--- config.mk ---
export PLATFORM = sky130hd
export DESIGN_NAME = sac_regs
export DESIGN_NICKNAME = d
export VERILOG_FILES = /design/src/sac_pkg.sv /design/src/sac_regs.sv
export SDC_FILE = /design/constraint.sdc
export NUM_CORES = 1
export LEC_CHECK = 0
export BUFFER_PORTS_ARGS = -buffer_cell sky130_fd_sc_hd__clkbuf_2
export CAP_MARGIN = 5
export CORE_AREA = 2 2 122 124
export DETAILED_ROUTE_END_ITERATION = 8
export DIE_AREA = 0 0 124 126
export SLEW_MARGIN = 5
export SYNTH_ARGS = -nofsm -noshare
export SYNTH_HDL_FRONTEND = slang
export SYNTH_SLANG_ARGS = --single-unit
--- constraint.sdc ---
create_clock -name clk -period 2.2 [get_ports clk]
set_input_delay 0.44 -clock clk [delete_from_list [all_inputs] [get_ports clk]]
set_output_delay 0.44 -clock clk [all_outputs]
set_load 0.05 [all_outputs]
--- src/sac_pkg.sv ---
// Constants and types for the converter configuration and result registers
// Functional notes
// - The conversion clock is the core clock divided by the 5-bit divider field in bits 7:3 plus one.
// - Bit 2 of the configuration selects right (0) or left (1) justification of the 10-bit result.
// - Justification applies only in 10-bit mode and is ignored in 8-bit mode.
// - Bit 1 of the configuration selects 10-bit (0) or 8-bit (1) resolution.
// - Bit 0 of the configuration selects gain 0.5 (0) or 1 (1), and reset gives gain 1.
// - Right-justified, the high byte holds zeros in 7:2 and the two top result bits in 1:0.
// - Left-justified, the high byte holds the eight top result bits.
// - In 8-bit mode the high byte holds the whole 8-bit result whatever the justification.
// - Right-justified, the low byte holds the eight lowest result bits.
// - Left-justified, the low byte holds the two lowest result bits in 7:6 and zeros in 5:0.
// - In 8-bit mode the low byte reads as zero.
// - Both result bytes are updated with the unsigned code when each conversion completes.
// - An 8-bit conversion takes two fewer conversion clock cycles than a 10-bit one.
// - The converter runs only while its enable bit is 1 and is shut down otherwise.
package sac_pkg;
  localparam logic [7:0] ADDR_CONFIG    = 8'hbc;
  localparam logic [7:0] ADDR_RES_LOW   = 8'hbd;
  localparam logic [7:0] ADDR_RES_HIGH  = 8'hbe;
  localparam logic [7:0] RST_CONFIG     = 8'hf9;
  localparam logic [7:0] RST_RES_LOW    = 8'h00;
  localparam logic [7:0] RST_RES_HIGH   = 8'h00;
  localparam int         DIV_MSB        = 7;
  localparam int         DIV_LSB        = 3;
  localparam int         JUSTIFY_BIT    = 2;
  localparam int         BYTE_MODE_BIT  = 1;
  localparam int         GAIN_BIT       = 0;
  localparam logic [3:0] BITS_TEN       = 4'ha;
  localparam logic [3:0] BITS_EIGHT     = 4'h8;

  typedef struct packed {
    logic [4:0] sarClockDivider;
    logic       justifySelect;
    logic       byteModeEnable;
    logic       inputGainSelect;
  } sac_config_type;

  typedef enum logic [1:0] {
    SAC_IDLE = 2'b00,
    SAC_CONV = 2'b01,
    SAC_DONE = 2'b11
  } sac_state_type;
endpackage : sac_pkg

--- src/sac_regs.sv ---
// Converter configuration, conversion sequencer and result byte formatting
`timescale 1ns/1ns
`default_nettype none
module sac_regs
  import sac_pkg::*;
(
  input  wire logic       clk,            // Core clock, 100 MHz
  input  wire logic       rst,            // Synchronous reset, active high
  input  wire logic [7:0] sfrAddr,        // Register address
  input  wire logic [7:0] sfrWdata,       // Write data
  input  wire logic       sfrWrite,       // Write strobe
  input  wire logic       sfrRead,        // Read strobe
  output var  logic [7:0] sfrRdata,       // Read data, valid cycle after read
  input  wire logic       converterOn,    // Converter enable bit from control register
  input  wire logic       convStart,      // Start of conversion pulse
  input  wire logic       compareIn,      // Comparator decision, conversion clock domain
  output var  logic       conversionClock,// Divided conversion clock
  output var  logic       sampleBit,      // Trial bit strobe towards the analog core
  output var  logic [9:0] trialCode,      // Successive approximation trial code
  output var  logic       inputGain,      // 1: gain 1, 0: gain 0.5
  output var  logic       powerDown,      // Analog core shutdown
  output var  logic       convBusy,       // Conversion in progress
  output var  logic       convDone        // One-cycle pulse at result update
);
  sac_config_type cfg;
  sac_config_type active;
  sac_state_type  state;
  logic [7:0]     resLow;
  logic [7:0]     resHigh;
  logic [4:0]     divCount;
  logic           sarTick;
  logic [3:0]     bitIndex;
  logic [9:0]     sar;
  logic [9:0]     nextSar;
  logic [7:0]     next_resLow;
  logic [7:0]     next_resHigh;

  // Configuration register, loaded at reset and by software writes
  always_ff @(posedge clk)
  begin
    if (rst)
      cfg <= sac_config_type'(RST_CONFIG);
    else if (sfrWrite && sfrAddr == ADDR_CONFIG)
      cfg <= sac_config_type'(sfrWdata);
  end

  // Conversion clock divider, held in reset while idle
  always_ff @(posedge clk)
  begin
    if (rst || state != SAC_CONV)
    begin
      divCount        <= 5'h00;
      sarTick         <= 1'b0;
      conversionClock <= 1'b0;
    end
    else if (divCount == active.sarClockDivider)
    begin
      divCount        <= 5'h00;
      sarTick         <= 1'b1;
      conversionClock <= 1'b0;
    end
    else
    begin
      divCount        <= divCount + 5'h01;
      sarTick         <= 1'b0;
      conversionClock <= (divCount >= (active.sarClockDivider >> 1));
    end
  end

  // Successive approximation trial for current bit
  always_comb
  begin
    nextSar = sar;
    if (!compareIn)
      nextSar[bitIndex] = 1'b0;
    if (bitIndex != 4'h0 && !(active.byteModeEnable && bitIndex == 4'h2))
      nextSar[bitIndex - 4'h1] = 1'b1;
  end

  // Conversion sequencer
  always_ff @(posedge clk)
  begin
    if (rst || !converterOn)
    begin
      state    <= SAC_IDLE;
      active   <= sac_config_type'(RST_CONFIG);
      sar      <= 10'h000;
      bitIndex <= 4'h0;
      convDone <= 1'b0;
    end
    else
    begin
      convDone <= 1'b0;
      case (state)
        SAC_IDLE:
          if (convStart)
          begin
            active   <= cfg;
            bitIndex <= 4'h9;
            sar      <= 10'h200;
            state    <= SAC_CONV;
          end
        SAC_CONV:
          if (sarTick)
          begin
            sar <= nextSar;
            // 8-bit run stops at bit 2, two clocks short
            if (bitIndex == 4'h0 || (active.byteModeEnable && bitIndex == 4'h2))
              state <= SAC_DONE;
            else
              bitIndex <= bitIndex - 4'h1;
          end
        SAC_DONE:
        begin
          convDone <= 1'b1;
          state    <= SAC_IDLE;
        end
        default:
          state <= SAC_IDLE;
      endcase
    end
  end

  // Result formatting
  always_comb
  begin
    if (active.byteModeEnable)
    begin
      next_resHigh = sar[9:2];
      next_resLow  = 8'h00;
    end
    else if (active.justifySelect)
    begin
      next_resHigh = sar[9:2];
      next_resLow  = {sar[1:0], 6'h00};
    end
    else
    begin
      next_resHigh = {6'h00, sar[9:8]};
      next_resLow  = sar[7:0];
    end
  end

  // Result bytes: conversion completion wins over a software write
  always_ff @(posedge clk)
  begin
    if (rst)
    begin
      resLow  <= RST_RES_LOW;
      resHigh <= RST_RES_HIGH;
    end
    else if (state == SAC_DONE && converterOn)
    begin
      resLow  <= next_resLow;
      resHigh <= next_resHigh;
    end
    else if (sfrWrite)
    begin
      if (sfrAddr == ADDR_RES_LOW)
        resLow <= sfrWdata;
      if (sfrAddr == ADDR_RES_HIGH)
        resHigh <= sfrWdata;
    end
  end

  // Read port
  always_ff @(posedge clk)
  begin
    if (rst)
      sfrRdata <= 8'h00;
    else if (sfrRead)
      case (sfrAddr)
        ADDR_CONFIG:   sfrRdata <= cfg;
        ADDR_RES_LOW:  sfrRdata <= resLow;
        ADDR_RES_HIGH: sfrRdata <= resHigh;
        default:       sfrRdata <= 8'h00;
      endcase
  end

  // Analog-facing registered outputs
  always_ff @(posedge clk)
  begin
    if (rst)
    begin
      inputGain <= 1'b1;
      powerDown <= 1'b1;
      convBusy  <= 1'b0;
      sampleBit <= 1'b0;
      trialCode <= 10'h000;
    end
    else
    begin
      inputGain <= cfg.inputGainSelect;
      powerDown <= !converterOn;
      convBusy  <= (state != SAC_IDLE) || (convStart && converterOn);
      sampleBit <= sarTick;
      trialCode <= sar;
    end
  end

  // Conversion clock ticks counted per conversion
  logic [4:0] tickCount;
  always_ff @(posedge clk)
  begin
    if (rst || state == SAC_IDLE)
      tickCount <= 5'h00;
    else if (sarTick)
      tickCount <= tickCount + 5'h01;
  end
endmodule : sac_regs
`default_nettype wire

# Yosys cells after proc, flatten, opt, wreduce, memory -nomap -nowiden
# Index checks and enable logic that the tools add are counted.
# op_classes
addsub	2
n_mul	0
div_mod_pow	0
n_lt_le_gt_ge	5
n_eq_ne	12
shifts	0
n_mux	30
n_bitwise	3
reduce_logical	28
# ops
cell	n
8-bit 2-to-1 mux	10
10-bit 2-to-1 mux	4
8-bit equality test, second input constant	3
8-bit one-hot mux with 3 select lines	1
10-bit one-hot mux with 2 select lines	1
4-bit 2-to-1 mux	3
10-bit AND	1
4-bit by 5-bit < comparator with 1-bit output, second input constant	2
10-bit inverter	1
10-bit OR	1
2-bit nonzero test	5
1-bit demux with 4-bit select	2
4-bit by 1-bit >= comparator with 1-bit output, second input constant	2
2-bit != test, second input constant	4
4-bit one-hot mux with 2 select lines	1
1-bit logical AND	7
2-bit 2-to-1 mux	3
2-bit AND reduction	3
3-bit AND reduction	2
5-bit by 1-bit adder with 5-bit output, second input constant	1
5-bit equality test	1
5-bit by 4-bit >= comparator with 1-bit output	1
4-bit by 2-bit equality test with 1-bit output, second input constant	1
4-bit logical NOT	1
12 further kinds	19
# word_totals
reg_bits	77
latchBits	0
ramBits	0
mem_bits_ro	0
in_bits	23
output_inout_bits	24
wordCells	102
mem_count	0

# Logic depth before layout (Yosys ltp)
# Gate-level depths: netlist of the first run.
# logic_depth
word_depth	11
ltp_mapped	7
depth_no_buf	6

# Worst setup path before layout of the first run
# OpenSTA, ideal clock, no wires.
# synth_path
kind	reg-to-reg
start	reg bitIndex[0]
end	reg bitIndex[1]
setup_time_ns	0.065
t_arrival_ns	1.563
t_required_ns	2.135
slack_ns	0.572
stages_incl_launch_ff	7
n_path_buf	0
synth_period_minus_slack_ns	1.628
path_cell_list	dfxtp_1 > inv_1 > ha_1 > a21oi_1 > o31a_2 > mux2_1 > nor2_1
# synth_between
elab_chain_len	5
word_cells_on_any_way	10
cone_classes	add/sub (1); eq/ne (2); mux (3); reduce/logical (4)
# synth_lines
item	line_no	text
start: declaration	sac_regs.sv:32	logic [3:0] bitIndex;
start signal: assignment	sac_regs.sv:111	bitIndex <= bitIndex - 4'h1;
branches (longest 5 deep; another with 4-bit by 1-bit subtractor with 4-bit output)	-	
# Several ways; the timed one is not identified. The select of a mux whose other input is x is not followed.
# A chain may end at the register's enable or synchronous reset.

# Worst setup path after layout of the first run
# Ends and elaborated chain as after synthesis.

==> results.json, run 1 <==
{
  "holdBufCountCts": 0,
  "drt-initial-drc-count": 205,
  "cts_tree": "done",
  "slew_violations": 0,
  "critical_path_class": "reg2reg",
  "synth_top_family_by_area": "simple AND/OR/NAND/NOR gates",
  "rr_startpoint": "bitIndex[0]",
  "die_area_sq_um": 15600,
  "peakVddDrop_mv": 0.373,
  "rsz0062_at_grt": "false",
  "ys_seq_area_share_pct": 44.1,
  "comb_power_share_pct": 5.2,
  "async_flop_share_pct": 0,
  "slew_headroom_pct": 59.5,
  "yosys_warnings": 0,
  "grt_max_degree": 39,
  "synth_fa_ha_area_share_pct": 3.93,
  "synth_top_area_share_pct": 44.1,
  "clk_path_buf_depth": 2,
  "intPower_uw": 2370,
  "cp-end-kind": "register",
  "start_util_pct": 24.4,
  "final.setup.tns_ps": 0,
  "netlist_area_sq_um": 3500,
  "syn_area_per_cell_sq_um": 9.38,
  "rr_endpoint": "bitIndex[1]",
  "wirelength_mm": 8.63,
  "timing.fmax_mhz": 534,
  "cpPeakStageDelay_ps": 500,
  "synth.area.top_cells": "dfxtp_1, mux2i_1, ha_1, nor2b_1, nand2_1",
  "synth_edf_count": 0,
  "synth_seq_cells": 77,
  "num_rows": 44,
  "htreeDepth": 3,
  "via_per_inst": 4.77,
  "startpoint_type": "register",
  "fin_crit_ps": 1870,
  "areaGrowthSynthToFinish_pct": 18.6,
  "switchingPower_uw": 699,
  "min_from": "sfrWdata[0]",
  "crit_path_start": "bitIndex[0]",
  "post-cts-setup-buffers": 0,
  "cp_max_fo": 10,
  "io-pin-count": 47,
  "wl_per_cell_microns": 14.3,
  "cts_buffers": 9,
  "synth.area.mux_share_pct": 6.62,
  "n_antenna_cell": 0,
  "yosysUniqueCellTypes": 51,
  "cts.repair.resized": 0,
  "power_density_nw_per_um2": 739,
  "rr_worst_depth": 6,
  "hold_path.class": "in2reg",
  "nFillCells": 1514,
  "die_h_microns": 126,
  "synth_ff_type": "dfxtp_1",
  "crit_slowest_cell": "dfxtp_1",
  "finalPower_uw": 3070,
  "power.leakage_uw": 0.00160,
  "path_cells": "inv_1 > ha_1 > a21oi_1 > o31a_2 > mux2_1 > nor2_1",
  "core_sq_um": 14300,
  "gr-total-overflow": 0,
  "portBuffers": 46,
  "worst_pin_slew_ps": 606,
  "gp_congestion": 0.832,
  "critPathCapture": "bitIndex[1]",
  "clk_latency_ps": 330,
  "clock_sinks": 77,
  "vias": 2877,
  "grt_pass1_vias": 2844,
  "cts-root-buf": "clkbuf_16",
  "antenna_found_initial": 0,
  "final.setup_skew_ps": 5.50,
  "yosys.area.top_type": "dfxtp_1",
  "layout-drive-gt1-share_pct": 18.4,
  "outcome": "completed",
  "path_clk_slew_ps": 60,
  "ant_nets": 0,
  "firstDrtPassIters": 4,
  "syn_nets": 407,
  "dp_hpwl_mm": 6.38,
  "synth_compound_area_share_pct": 18.0,
  "die_w_microns": 124,
  "netlist_instances": 373,
  "grtUsageTotal_pct": 11.5,
  "grt_pass1_wl_mm": 14.1,
  "setup_viol": 0,
  "clockPowerShare_pct": 48.5,
  "nets": 448,
  "max_cap_viol_count": 0,
  "drcViolationCount": 0,
  "report.final.hold_viol_count": 0,
  "p_sw_share_pct": 22.8,
  "seqPwrFrac_pct": 46.3,
  "min_period_over_period_pct": 85.1,
  "r2r_slack_ps": 330,
  "synth_simple_gate_area_share_pct": 19.7,
  "synth_xor_area_share_pct": 2.25,
  "arrival_ps": 2140,
  "cp.required_ps": 2470
}
==> how the worst min path moves through the flow <==
stage / cells past startpoint / endpoint
2_1_floorplan: 1 / inputGain
3_3_place_gp: 1 / sfrRdata[2]
3_5_place_dp: 1 / sfrRdata[3]
4_1_cts: 2 / cfg[5]
5_1_grt: 2 / cfg[5]
6_report: 2 / cfg[0]
==> routing by layer <==
metal | wire (microns) | GRT usage [%] | vias to the layer above | part of all wire (%)
li1 | - | - | 1425 | -
met1 | 4100 | 14.6 | 1367 | 47
met2 | 3950 | 18.3 | 73 | 46
met3 | 468 | 3.99 | 12 | 5.4
met4 | 116 | 3.50 | 0 | 1.3
met5 | 0 | 0 | - | 0
==> power groups by stage <==
stage	Combinational, uW	Clock [uW]	Sequential [uW]
final	159	1490	1420
after detailed placement	159	0	1450
after CTS	160	1520	1420
after global routing	178	1580	1420
after global placement	156	0	1450
after floorplan	102	0	1450
==> metrics by stage <==
step	hold WS (ps)	cells	setup WS (ps)	area, sq um	util, %
global route	368	603	226	4150	29.0
finish	365	603	328	4150	29.0
floorplan	432	373	572	3500	-
detailed placement	471	587	239	3850	26.9
global placement	462	587	309	3850	26.9
CTS	354	603	334	4150	29.0
==> registers in the layout, indices dropped and copies added, names as in the netlist <==
register / cells
active: 7
bitIndex: 4
cfg: 8
convBusy: 1
convDone: 1
conversionClock: 1
divCount: 5
inputGain: 1
powerDown: 1
resHigh: 8
resLow: 8
sampleBit: 1
sar: 10
sarTick: 1
sfrRdata: 8
state: 2
trialCode: 10
==> cells in the final DEF (no fill, tap or decap), types with 9 or more instances in the layout <==
cell type and instances:
dfxtp_1 77, clkbuf_2 46, nand2_1 32, o21ai_0 22, mux2i_1 22, nor2_1 21, nor2b_1 20, nand3_1 18
a21oi_1 15, a211oi_1 13, o211ai_1 12, ha_1 11, inv_1 9, clkbuf_16 9
==> worst max-delay path: cells and delay by family, from the launching register on <==
| family | cells | cell delay, ps |
|---|---|---|
| compound gates | 2 | 530 |
| fa+ha+maj | 1 | 260 |
| buf+inv | 1 | 110 |
| flops | 1 | 500 |
| mux | 1 | 330 |
| simple gates | 1 | 70 |
==> synth_stat cells (all sizes together), types with 5 or more instances <==
master,number
a22o,8
ha,11
dfxtp,77
nor2,22
a211o,6
o21ai,22
o211ai,12
a21oi,15
inv,9
mux2i,22
nor2b,20
xor2,5
nand3,18
a211oi,13
nor3,8
nand2,32
buf,16
clkbuf,6
nand2b,8
==> kinds of logic (layout without fill, tap and decap cells) <==
group,count (synthesis),in the layout
multiplexers,23,23
XOR/XNOR,9,9
AND/OR/NAND/NOR,130,130
adder cells (fa/ha/maj),11,11
buffers and inverters,31,77
AO/OA/AOI/OAI,92,92
flip-flops,77,77
==> layout make-up <==
cell class              instances  area [sq um]  share of cell area [%]
well taps                     184           230                    5.55
inverters                       9          33.8                   0.814
flip-flops and latches         77          1540                    37.2
multi-input cells             265          1770                    42.6
repair buffers                 52           275                    6.63
clock buffers                  10           239                    5.76
clock inverters                 6          62.6                    1.51
(Power assumes the default switching activity.)
==> run 2, diff against run 1 <==
--- a/config.mk
+++ b/config.mk
@@ -7,9 +7,9 @@
 export LEC_CHECK = 0
 export BUFFER_PORTS_ARGS = -buffer_cell sky130_fd_sc_hd__clkbuf_2
 export CAP_MARGIN = 5
-export CORE_AREA = 2 2 122 124
+export CORE_AREA = 2 2 103 105
 export DETAILED_ROUTE_END_ITERATION = 8
-export DIE_AREA = 0 0 124 126
+export DIE_AREA = 0 0 105 107
 export SLEW_MARGIN = 5
 export SYNTH_ARGS = -nofsm -noshare
 export SYNTH_HDL_FRONTEND = slang
==> constraint.sdc (replaced) <==
create_clock -name clk -period 2.2 [get_ports clk]
set_input_delay 0.11 -clock clk [delete_from_list [all_inputs] [get_ports clk]]
set_output_delay 0.11 -clock clk [all_outputs]
set_load 0.05 [all_outputs]
==> run 2 against run 1 <==
  * Sequential share of layout area grew 0.66 points
  * Register-to-register slack lost 50 ps
  * Largest power group is now sequential cells
  * Count of clock-buffer cells in the layout grew 1
  * Non-clock buffer count grew 4
  * Worst hold slack lost 340 ps
  * Critical endpoint unchanged
  * First-iteration DRC count shrank 42%
  * Design area shrank 1.7%
==> results.json, run 2 (same netlist as run 1, synthesis figures left out) <==
{
  "fin_area_sq_um": 4080,
  "n_antenna_cell": 0,
  "core_sq_um": 10100,
  "wl_per_cell_microns": 14.7,
  "wl_met2_mm": 3.91,
  "seqCellArea_sq_um": 1540,
  "gr-total-overflow": 0,
  "num_rows": 37,
  "rr_endpoint": "bitIndex[1]",
  "holdBufCountCts": 5,
  "die_area_sq_um": 11200,
  "wl_met1_mm": 3.91,
  "dp_hpwl_mm": 5.95,
  "io-pin-count": 47,
  "final_cell_mix": "dfxtp_1, clkbuf_2, nand2_1",
  "nFillCells": 1020,
  "peakVddDrop_mv": 0.341,
  "start_util_pct": 34.7,
  "whs_ps": 23.9,
  "wirelength_mm": 8.21,
  "post-cts-setup-buffers": 0,
  "cts-root-buf": "clkbuf_8",
  "power_density_nw_per_um2": 711,
  "timing.fmax_mhz": 521,
  "clock_sinks": 77,
  "clk_latency_ps": 360,
  "worst_pin_slew_ps": 611,
  "routed.top_layer": "met4",
  "grt_pass1_wl_mm": 13.5,
  "rr_startpoint": "bitIndex[0]",
  "ant_nets": 0,
  "final.setup.tns_ps": 0,
  "die_h_microns": 107,
  "slew_violations": 0,
  "startpoint_type": "register",
  "cp_max_fo": 12,
  "nets": 452,
  "layout-drive-gt1-share_pct": 17.8,
  "power.leakage_uw": 0.00161,
  "rsz0062_at_grt": "false",
  "max_cap_viol_count": 0,
  "report.final.hold_viol_count": 0,
  "cts_tree": "done",
  "grt_pass1_vias": 2639,
  "portBuffers": 46,
  "outcome": "completed",
  "clk_path_buf_depth": 2,
  "drt-initial-drc-count": 119,
  "wl_met3_microns": 283,
  "path_clk_slew_ps": 70,
  "gp_congestion": 0.846,
  "crit_path_start": "bitIndex[0]",
  "final.setup_skew_ps": 8.66,
  "grt_max_degree": 38,
  "firstDrtPassIters": 4,
  "htreeDepth": 3,
  "cp.required_ps": 2500,
  "fin_crit_ps": 1920,
  "setup_viol": 0,
  "grtUsageTotal_pct": 15.2,
  "slew_headroom_pct": 59.3,
  "cts_buffers": 9,
  "min_period_over_period_pct": 87.2,
  "arrival_ps": 2210,
  "vias": 2810,
  "finalPower_uw": 2900,
  "cp-end-kind": "register",
  "hold_path.class": "in2reg",
  "cts.repair.resized": 0,
  "die_w_microns": 105,
  "reg.largest.list": "sar: 10 flops, trialCode: 10 flops",
  "drcViolationCount": 0,
  "critical_path_class": "reg2reg",
  "multiInputGateArea_sq_um": 1770,
  "r2r_slack_ps": 280,
  "via_per_inst": 5.04,
  "rr_worst_depth": 6,
  "critPathCapture": "bitIndex[1]",
  "final_common_cell": "dfxtp_1",
  "antenna_found_initial": 0,
  "post_dp_cell_area_sq_um": 3780,
  "areaGrowthSynthToFinish_pct": 16.5
}
run 2: cell types whose count changed in the layout (fill, tap and decap cells not counted):
cell           change
clkbuf_16          -9
clkinv_2           -1
clkinvlp_4         -3
clkbuf_8          +10
buf_4              -1
dlygate4sd3_1      +5
bufinv_16          +2
run 2: where the power goes:
group / total (uW) / switching [uW] / internal, uW
clock network: 1320 / 508 / 807
logic: 166 / 102 / 64.4
registers: 1420 / 13.9 / 1400
run 2: routing by layer:
layer / global-route usage [%] / vias to the layer above
met5: 0 / -
met4: 6.67 / 0
met3: 2.74 / 8
met2: 25.4 / 50
met1: 19.3 / 1325
li1: - / 1427
run 2: final cells by class:
| cell class | count | share of cell area [%] |
|---|---|---|
| multi-input cells | 265 | 43.3 |
| flip-flops and latches | 77 | 37.8 |
| well taps | 136 | 4.17 |
| clock inverters | 4 | 2.33 |
| clock buffers | 11 | 3.71 |
| repair buffers | 56 | 7.80 |
| inverters | 9 | 0.829 |
run 2: metrics by stage:
| stage | worst slack (ps) | utilization (%) | std cells |
|---|---|---|---|
| finish | 282 | 40.4 | 558 |
| global route | 150 | 40.4 | 558 |
| CTS | 271 | 40.4 | 558 |
| detailed placement | 290 | 37.5 | 538 |
| global placement | 363 | 37.5 | 538 |
| floorplan | 572 | - | 373 |
run 2: how the worst min path moves through the flow:
stage                     start      to  slack, ps  cells past startpoint
finish              sfrWdata[4]  cfg[4]         20                      2
global route        sfrWdata[4]  cfg[4]         20                      2
CTS                 sfrWdata[4]  cfg[4]          3                      2
detailed placement  sfrWdata[0]  cfg[0]        360                      2
global placement    sfrWdata[0]  cfg[0]        360                      2
floorplan           sfrWdata[0]  cfg[0]        230                      1
run 2: critical path, stage by stage, from the launching register on:
cell     delay (ps)
dfxtp_1         500
inv_1           110
ha_1            350
a21oi_1         240
o31a_2          240
mux2_1          330
nor2_1           80
